$ cat config.mk
export PLATFORM = sky130hd
export DESIGN_NAME = adcsf_top
export DESIGN_NICKNAME = d
export VERILOG_FILES = /design/src/core/adcsf_sync.v /design/src/core/adcsf_top.v
export VERILOG_INCLUDE_DIRS = /design/src /design/src/core
export SDC_FILE = /design/constraint.sdc
export NUM_CORES = 1
export LEC_CHECK = 0
export ABC_AREA = 1
export BUFFER_PORTS_ARGS = -buffer_cell sky130_fd_sc_hd__buf_2
export CAP_MARGIN = 20
export CORE_AREA = 4 4 85 87
export DETAILED_ROUTE_END_ITERATION = 6
export DIE_AREA = 0 0 89 91
export GPL_TIMING_DRIVEN = 0
export PLACE_DENSITY = 0.78
export SYNTH_ARGS = -nofsm -noshare
export SYNTH_HDL_FRONTEND = slang
export SYNTH_SLANG_ARGS = --single-unit
$ cat constraint.sdc
create_clock -name sys_clk -period 2.1 [get_ports sys_clk]
set_input_delay 0.21 -clock sys_clk [delete_from_list [all_inputs] [get_ports sys_clk]]
set_output_delay 0.21 -clock sys_clk [all_outputs]
set_load 0.005 [all_outputs]
$ cat src/core/adcsf_defs.vh
// constants and register map for the converter status flag block
// What this block does
// - idle, calibration, new conversion set pending
// - pending set four modulator clocks before update
// - held result whose guard ends during host read is dropped
// - restart pin low sets pending if unread
// - error summary bit 6 mirrors any error
// - error summary copied to fifo status
// - error summary clears itself when errors gone
// - power-on flag set by por, read clears
// - reset: power-on 1, error 0, tag 0
// - tag bits 3:0 give stored result channel
// - tag follows stored result, not conversion
// - result store at guard end clears pending, result read sets
// - data-ready output follows pending flag
`ifndef ADCSF_DEFS_VH
`define ADCSF_DEFS_VH
`define ADCSF_ADDR_STATUS 4'h0
`define ADCSF_ADDR_CTRL 4'h4
`define ADCSF_ADDR_EVENTS 4'h8
`define ADCSF_ADDR_MASK 4'hC
`define ADCSF_BIT_PENDING 7
`define ADCSF_BIT_ERROR 6
`define ADCSF_BIT_POR 4
`define ADCSF_STATUS_RESET 8'h10
`define ADCSF_GUARD_MCLK 4'h4
`define ADCSF_RESP_OKAY 2'h0
`define ADCSF_RESP_SLVERR 2'h2
`endif

$ cat src/core/adcsf_sync.v
// three-stage pin synchroniser with agreement filter
`timescale 1ns/10ps
module adcsf_sync #(
  parameter WIDTH = 1,
  parameter [WIDTH-1:0] INIT = {WIDTH{1'b0}}
) (
  input wire sys_clk,
  input wire reset,
  input wire [WIDTH-1:0] pin_in,
  output reg [WIDTH-1:0] level_out
);
  reg [WIDTH-1:0] s1_reg;
  reg [WIDTH-1:0] s2_reg;
  reg [WIDTH-1:0] s3_reg;
  genvar i;
  always @(posedge sys_clk or posedge reset) begin
    if (reset) begin
      s1_reg <= INIT;
      s2_reg <= INIT;
      s3_reg <= INIT;
    end else begin
      s1_reg <= pin_in;
      s2_reg <= s1_reg;
      s3_reg <= s2_reg;
    end
  end
  // a change counts only when second and third stages agree
  generate
    for (i = 0; i < WIDTH; i = i + 1) begin : g_bit
      always @(posedge sys_clk or posedge reset) begin
        if (reset) begin
          level_out[i] <= INIT[i];
        end else if (s2_reg[i] == s3_reg[i]) begin
          level_out[i] <= s3_reg[i];
        end
      end
    end
  endgenerate
endmodule

$ cat src/core/adcsf_top.v
// converter status flag logic with axi4-lite register access
`timescale 1ns/10ps
`include "adcsf_defs.vh"
module adcsf_top (
  input wire sys_clk,
  input wire reset,
  input wire mclk_pin,
  input wire restart_n_pin,
  input wire por_event,
  input wire enter_idle,
  input wire cal_start,
  input wire conv_start,
  input wire result_write,
  input wire [3:0] result_channel,
  input wire coef_write,
  input wire result_read_busy,
  input wire result_read_done,
  input wire [7:0] error_flags,
  input wire [3:0] s_axi_awaddr,
  input wire s_axi_awvalid,
  output reg s_axi_awready,
  input wire [31:0] s_axi_wdata,
  input wire [3:0] s_axi_wstrb,
  input wire s_axi_wvalid,
  output reg s_axi_wready,
  output reg [1:0] s_axi_bresp,
  output reg s_axi_bvalid,
  input wire s_axi_bready,
  input wire [3:0] s_axi_araddr,
  input wire s_axi_arvalid,
  output reg s_axi_arready,
  output reg [31:0] s_axi_rdata,
  output reg [1:0] s_axi_rresp,
  output reg s_axi_rvalid,
  input wire s_axi_rready,
  output reg data_ready_n,
  output reg fifo_error_summary,
  output reg result_commit,
  output reg irq
);
  wire mclk_lvl;
  wire restart_n_lvl;
  reg mclk_d_reg;
  reg restart_d_reg;
  reg result_pending_n_reg;
  reg error_summary_reg;
  reg por_flag_reg;
  reg [3:0] result_channel_tag_reg;
  reg result_unread_reg;
  reg [3:0] guard_cnt_reg;
  reg [3:0] held_chan_reg;
  reg held_reg;
  reg guard_on_reg;
  reg [3:0] guard_len_reg;
  reg [2:0] events_reg;
  reg [2:0] mask_reg;
  reg aw_got_reg;
  reg w_got_reg;
  reg [3:0] aw_addr_reg;
  reg [31:0] w_data_reg;
  reg [3:0] w_strb_reg;
  reg [7:0] status_view;
  reg [2:0] ev_set;
  wire mclk_rise;
  wire restart_fall;
  wire guard_done;
  wire wr_fire;
  wire rd_fire;
  wire status_rd;
  wire commit_now;

  adcsf_sync #(
    .WIDTH(2),
    .INIT(2'h3)
  ) u_sync (
    .sys_clk(sys_clk),
    .reset(reset),
    .pin_in({mclk_pin, restart_n_pin}),
    .level_out({mclk_lvl, restart_n_lvl})
  );

  assign mclk_rise = mclk_lvl & ~mclk_d_reg;
  assign restart_fall = ~restart_n_lvl & restart_d_reg;
  assign guard_done = held_reg && guard_cnt_reg == 4'h0;
  // a host read still running when the guard ends costs this result
  assign commit_now = guard_done && !result_read_busy;
  assign wr_fire = aw_got_reg && w_got_reg && !s_axi_bvalid;
  assign rd_fire = s_axi_arvalid && s_axi_arready;
  assign status_rd = rd_fire && s_axi_araddr == `ADCSF_ADDR_STATUS;

  always @* begin
    status_view = 8'h00;
    status_view[`ADCSF_BIT_PENDING] = result_pending_n_reg;
    status_view[`ADCSF_BIT_ERROR] = error_summary_reg;
    status_view[`ADCSF_BIT_POR] = por_flag_reg;
    status_view[3:0] = result_channel_tag_reg;
  end

  always @(posedge sys_clk or posedge reset) begin
    if (reset) begin
      mclk_d_reg <= 1'b1;
      restart_d_reg <= 1'b1;
    end else begin
      mclk_d_reg <= mclk_lvl;
      restart_d_reg <= restart_n_lvl;
    end
  end

  // result pipeline: a result is held for the guard window in mclk cycles
  always @(posedge sys_clk or posedge reset) begin
    if (reset) begin
      held_reg <= 1'b0;
      held_chan_reg <= 4'h0;
      guard_cnt_reg <= 4'h0;
      result_commit <= 1'b0;
    end else begin
      result_commit <= 1'b0;
      if (result_write && !held_reg) begin
        held_reg <= 1'b1;
        held_chan_reg <= result_channel;
        guard_cnt_reg <= guard_len_reg;
      end else if (held_reg && guard_cnt_reg != 4'h0 && mclk_rise) begin
        guard_cnt_reg <= guard_cnt_reg - 4'h1;
      end else if (guard_done) begin
        held_reg <= 1'b0;
        result_commit <= !result_read_busy;
      end
    end
  end

  always @(posedge sys_clk or posedge reset) begin
    if (reset) begin
      result_pending_n_reg <= 1'b1;
    end else begin
      if (commit_now || coef_write) begin
        result_pending_n_reg <= 1'b0;
      end else if (enter_idle || cal_start || conv_start) begin
        result_pending_n_reg <= 1'b1;
      end else if (result_write && guard_on_reg) begin
        result_pending_n_reg <= 1'b1;
      end else if (result_read_done) begin
        result_pending_n_reg <= 1'b1;
      end else if (restart_fall && result_unread_reg) begin
        result_pending_n_reg <= 1'b1;
      end
    end
  end

  // channel tag and unread mark follow the stored result only
  always @(posedge sys_clk or posedge reset) begin
    if (reset) begin
      result_channel_tag_reg <= 4'h0;
      result_unread_reg <= 1'b0;
    end else if (commit_now) begin
      result_channel_tag_reg <= held_chan_reg;
      result_unread_reg <= 1'b1;
    end else if (result_read_done) begin
      result_unread_reg <= 1'b0;
    end
  end

  always @(posedge sys_clk or posedge reset) begin
    if (reset) begin
      error_summary_reg <= 1'b0;
    end else begin
      error_summary_reg <= |error_flags;
    end
  end

  // fifo status copy sits beside the summary, never behind it
  always @(posedge sys_clk or posedge reset) begin
    if (reset) begin
      fifo_error_summary <= 1'b0;
    end else begin
      fifo_error_summary <= |error_flags;
    end
  end

  // pin copy of the pending flag, one cycle behind it
  always @(posedge sys_clk or posedge reset) begin
    if (reset) begin
      data_ready_n <= 1'b1;
    end else begin
      data_ready_n <= result_pending_n_reg;
    end
  end

  // clear-on-read uses the value already latched into rdata
  always @(posedge sys_clk or posedge reset) begin
    if (reset) begin
      por_flag_reg <= 1'b1;
    end else if (por_event) begin
      por_flag_reg <= 1'b1;
    end else if (status_rd) begin
      por_flag_reg <= 1'b0;
    end
  end

  always @* begin
    ev_set = 3'h0;
    ev_set[0] = commit_now;
    ev_set[1] = |error_flags & ~error_summary_reg;
    ev_set[2] = por_event;
  end

  // axi write channel, either order of address and data
  always @(posedge sys_clk or posedge reset) begin
    if (reset) begin
      aw_got_reg <= 1'b0;
      w_got_reg <= 1'b0;
      aw_addr_reg <= 4'h0;
      w_data_reg <= 32'h00000000;
      w_strb_reg <= 4'h0;
      s_axi_awready <= 1'b0;
      s_axi_wready <= 1'b0;
    end else begin
      s_axi_awready <= !aw_got_reg && !s_axi_awready && s_axi_awvalid;
      s_axi_wready <= !w_got_reg && !s_axi_wready && s_axi_wvalid;
      if (s_axi_awvalid && s_axi_awready) begin
        aw_got_reg <= 1'b1;
        aw_addr_reg <= s_axi_awaddr;
      end
      if (s_axi_wvalid && s_axi_wready) begin
        w_got_reg <= 1'b1;
        w_data_reg <= s_axi_wdata;
        w_strb_reg <= s_axi_wstrb;
      end
      if (wr_fire) begin
        aw_got_reg <= 1'b0;
        w_got_reg <= 1'b0;
      end
    end
  end

  // write response; a status write is taken and ignored
  always @(posedge sys_clk or posedge reset) begin
    if (reset) begin
      s_axi_bvalid <= 1'b0;
      s_axi_bresp <= `ADCSF_RESP_OKAY;
    end else begin
      if (s_axi_bvalid && s_axi_bready) begin
        s_axi_bvalid <= 1'b0;
      end
      if (wr_fire) begin
        s_axi_bvalid <= 1'b1;
        if (aw_addr_reg == `ADCSF_ADDR_STATUS) begin
          s_axi_bresp <= `ADCSF_RESP_OKAY;
        end else if (aw_addr_reg == `ADCSF_ADDR_CTRL) begin
          s_axi_bresp <= `ADCSF_RESP_OKAY;
        end else if (aw_addr_reg == `ADCSF_ADDR_EVENTS) begin
          s_axi_bresp <= `ADCSF_RESP_OKAY;
        end else if (aw_addr_reg == `ADCSF_ADDR_MASK) begin
          s_axi_bresp <= `ADCSF_RESP_OKAY;
        end else begin
          s_axi_bresp <= `ADCSF_RESP_SLVERR;
        end
      end
    end
  end

  // guard control; a length of 0 stores a held result at once
  always @(posedge sys_clk or posedge reset) begin
    if (reset) begin
      guard_on_reg <= 1'b1;
      guard_len_reg <= `ADCSF_GUARD_MCLK;
    end else if (wr_fire && w_strb_reg[0]) begin
      if (aw_addr_reg == `ADCSF_ADDR_CTRL) begin
        guard_on_reg <= w_data_reg[0];
        guard_len_reg <= w_data_reg[7:4];
      end
    end
  end

  // a new event in the same cycle wins over the clear
  always @(posedge sys_clk or posedge reset) begin
    if (reset) begin
      events_reg <= 3'h0;
    end else if (wr_fire && w_strb_reg[0]) begin
      if (aw_addr_reg == `ADCSF_ADDR_EVENTS) begin
        events_reg <= (events_reg & ~w_data_reg[2:0]) | ev_set;
      end else begin
        events_reg <= events_reg | ev_set;
      end
    end else begin
      events_reg <= events_reg | ev_set;
    end
  end

  always @(posedge sys_clk or posedge reset) begin
    if (reset) begin
      mask_reg <= 3'h0;
    end else if (wr_fire && w_strb_reg[0]) begin
      if (aw_addr_reg == `ADCSF_ADDR_MASK) begin
        mask_reg <= w_data_reg[2:0];
      end
    end
  end

  // axi read channel; a new address waits until rvalid is taken
  always @(posedge sys_clk or posedge reset) begin
    if (reset) begin
      s_axi_arready <= 1'b0;
      s_axi_rvalid <= 1'b0;
    end else begin
      s_axi_arready <= !s_axi_rvalid && !s_axi_arready && s_axi_arvalid;
      if (rd_fire) begin
        s_axi_rvalid <= 1'b1;
      end else if (s_axi_rvalid && s_axi_rready) begin
        s_axi_rvalid <= 1'b0;
      end
    end
  end

  // status is captured here before the power-on flag clears
  always @(posedge sys_clk or posedge reset) begin
    if (reset) begin
      s_axi_rdata <= 32'h00000000;
      s_axi_rresp <= `ADCSF_RESP_OKAY;
    end else if (rd_fire) begin
      s_axi_rresp <= `ADCSF_RESP_OKAY;
      if (s_axi_araddr == `ADCSF_ADDR_STATUS) begin
        s_axi_rdata <= {24'h000000, status_view};
      end else if (s_axi_araddr == `ADCSF_ADDR_CTRL) begin
        s_axi_rdata <= {24'h000000, guard_len_reg, 3'h0, guard_on_reg};
      end else if (s_axi_araddr == `ADCSF_ADDR_EVENTS) begin
        s_axi_rdata <= {29'h00000000, events_reg};
      end else if (s_axi_araddr == `ADCSF_ADDR_MASK) begin
        s_axi_rdata <= {29'h00000000, mask_reg};
      end else begin
        s_axi_rdata <= 32'h00000000;
        s_axi_rresp <= `ADCSF_RESP_SLVERR;
      end
    end
  end

  // level interrupt from any unmasked sticky event
  always @(posedge sys_clk or posedge reset) begin
    if (reset) begin
      irq <= 1'b0;
    end else begin
      irq <= |(events_reg & mask_reg);
    end
  end
endmodule

==> results.cfg <==
[outcome]
run_status = finished clean

[worst_setup_path]
reg2reg_depth = 5
slowest_stage = dfrtp_1
critPathLaunchType = flop
crit_fanout = 7
worst-setup-path-type = flop to flop
reg2reg_to = result_channel_tag_reg[0]
critPathMaxStageDelay_ns = 0.39
critPathTopFamily = flip-flops
crit_arrival_ns = 1.59
r2r_start = guard_cnt_reg[0]
reg2reg_setup_slack_ns = 0.72
path_cells = inv_1 > ha_1 > nand3_1 > inv_2 > o21ai_0
cp_data_required_time_ns = 2.32
path_buf_inv = 2
end_kind = flop

[routing]
viasPerCell = 4.547
drc = 0
wl_um = 6006
ant_nets = 0
drtPass1Iterations = 5
wl_met2_um = 2925
vias = 2419
dr.max_layer_used = met4
dr_wl_met3_um = 486
wl_per_cell_um = 11.29
drt_iter0_drc = 134
m1WireLength_um = 2490

[sta]
tightest_slew_ns = 0.7991
relSlewSlack = 0.4673
setup_ws_ns = 0.7247
finClkSkew_ns = 0.005164
fin_crit_ns = 1.375
fin_crit_sh = 0.6549
hold_violations = 0
report.final.slew_viol_count = 0
setup_viol = 0
rsz0062_at_grt = false
setup_tns_ns = 0
max_freq_mhz = 727.1

[logic_synthesis]
synth_seq_cells = 70
syn_area_per_cell_um2 = 8.812
ys_top_cells_by_area = dfrtp_1 45%, nand2_1 16%, dfstp_2 13%, buf_4 6.6%, nand3_1 5.7%
syn_inst = 349
yosysWarnings = 0
synth.distinct_cells = 24
yosysSeqAreaShare = 0.5757
syn_area_mm2 = 0.003075
synth_top_area_cell = dfrtp_1
synth.top_cell.area_share = 0.4475

[global_routing]
grt_max_degree = 71
gr-total-overflow = 0
grt_pass1_vias = 2362
antenna_found_initial = 0
grt.total_usage = 0.1619
grt_pass1_wl_um = 10330

[clock_tree]
cts_max_level = 3
cts_buffers = 9
clk_latency_ns = 0.34
cts_setup_buffers = 0
clkTransAtPathRegs_ns = 0.07
cts_tree = built
clock_path_buffers = 2
cts_root_buf = clkbuf_8
cts_resized = 0
cts.sinks = 70

[cells_and_area]
drive_above_1_share = 0.2813
finalNonFillerCells = 532
final_cell_mix = 129 x nand2_1, 64 x buf_2, 55 x dfrtp_1
area_delta_synth_final_pct = 24.65
multi_input_area_mm2 = 0.001082
final_area_mm2 = 0.003834
diodes = 0
layout_commonest_cell = nand2_1
fillers = 562
seq_area_mm2 = 0.001770
largest_register_ffs = 8
nets = 524

[power]
powerDensity_mw_per_mm2 = 1113
p_leak_nw = 2.149
switching_share = 0.3065
p_switching_mw = 1.308
p_clk_frac = 0.294
p_int_mw = 2.960
p_seq_frac = 0.478
combPwrFrac = 0.228
ir_worst_vdd_v = 0.0007250
total_power_mw = 4.268

[floorplan]
die_w_um = 89
start_util = 0.4843
rows = 29
pin_count = 118
dieArea_mm2 = 0.008099
core_area_mm2 = 0.006350
die_h_um = 91

[placed_design]
place.gp.congestion = 0.8230
postPlaceCellArea_mm2 = 0.003583
dp.cells = 514
place_ws_ns = 0.7328
dp_hpwl_um = 4529
port_buffers = 63

[worst_hold_path]
min_path_type = input port to asynchronous set/reset pin

[job]
maxCapViolCount = 0
-- worst register-to-register path, delay by kind of cell (launching register included) --
kind / cells / cell delay (ns)
flops: 1 / 0.39
simple gates: 1 / 0.27
compound gates: 1 / 0.09
buf+inv: 2 / 0.29
fa+ha+maj: 1 / 0.22
-- repair_timing --
item	4_1_cts	5_1_grt
endpoints found under the setup margin	0	0
endpoints found under the hold margin	2	0
hold buffers	2	0
-- stage by stage --
stage | utilization | hold slack, ns
final | 0.6037 | 0.03546
after global routing | 0.6037 | 0.05246
after CTS | 0.6037 | 0.02558
after detailed placement | 0.5643 | 0.3162
after global placement | 0.5639 | 0.3145
after floorplan | - | 0.2145
-- Yosys cell counts --
master and n:
nor3b_1 3, conb_1 1, clkbuf_1 1, o21ai_0 16
maj3_1 2, dfstp_2 15, o211ai_1 2, buf_2 1
dfrtp_1 55, nand4_1 3, nor2_1 23, buf_4 27
nand2_2 2, xor2_1 1, ha_1 1, nand2_4 1
nor2_4 1, clkinv_1 1, inv_1 24, nand3_1 35
nand3b_1 1, nor3b_4 1, nand2_1 129, inv_2 3
-- worst max-delay path by stage --
stage / from / endpoint / slack (ns) / cells past startpoint
floorplan: reset / aw_addr_reg[0] / 0.15 / 1
global placement: reset / s_axi_arready / -0.61 / 2
detailed placement: guard_cnt_reg[0] / result_channel_tag_reg[3] / 0.73 / 5
CTS: guard_cnt_reg[0] / result_channel_tag_reg[0] / 0.71 / 6
global route: guard_cnt_reg[0] / result_channel_tag_reg[3] / 0.54 / 6
finish: guard_cnt_reg[0] / result_channel_tag_reg[0] / 0.72 / 5
-- kinds of logic (layout without fill, tap and decap cells) --
group | Yosys count | count (layout) | synth area share
AND/OR/NAND/NOR | 199 | 199 | 0.2758
flip-flops | 70 | 70 | 0.5757
AO/OA/AOI/OAI | 18 | 18 | 0.03092
other | 1 | 26 | 0.001219
XOR/XNOR | 1 | 1 | 0.002848
buffers and inverters | 57 | 138 | 0.1029
adder cells (fa/ha/maj) | 3 | 3 | 0.01058
-- cell type report --
type,instances,area share
sequential,70,0.4618
multi-input combinational,247,0.2823
timing repair buffer,65,0.08747
buffer,29,0.05516
clock buffer,12,0.03525
inverter,28,0.02807
tap,77,0.02513
clock inverter,4,0.02480
-- power groups by stage --
stage          Sequential, mW  Clock [mW]  Combinational, mW
2_1_floorplan            2.00           0              0.711
3_3_place_gp             2.05           0              0.930
3_5_place_dp             2.06           0              0.979
4_1_cts                  2.04        1.29              0.990
5_1_grt                  2.09        1.35               1.17
6_report                 2.04        1.25              0.972
-- layer usage --
| layer | vias to the layer above | track usage |
|---|---|---|
| li1 | 1246 | - |
| met1 | 1095 | 0.1977 |
| met2 | 67 | 0.2673 |
| met3 | 11 | 0.04525 |
| met4 | 0 | 0.06700 |
| met5 | - | 0 |
No activity file was read; power rests on OpenSTA's default activity.
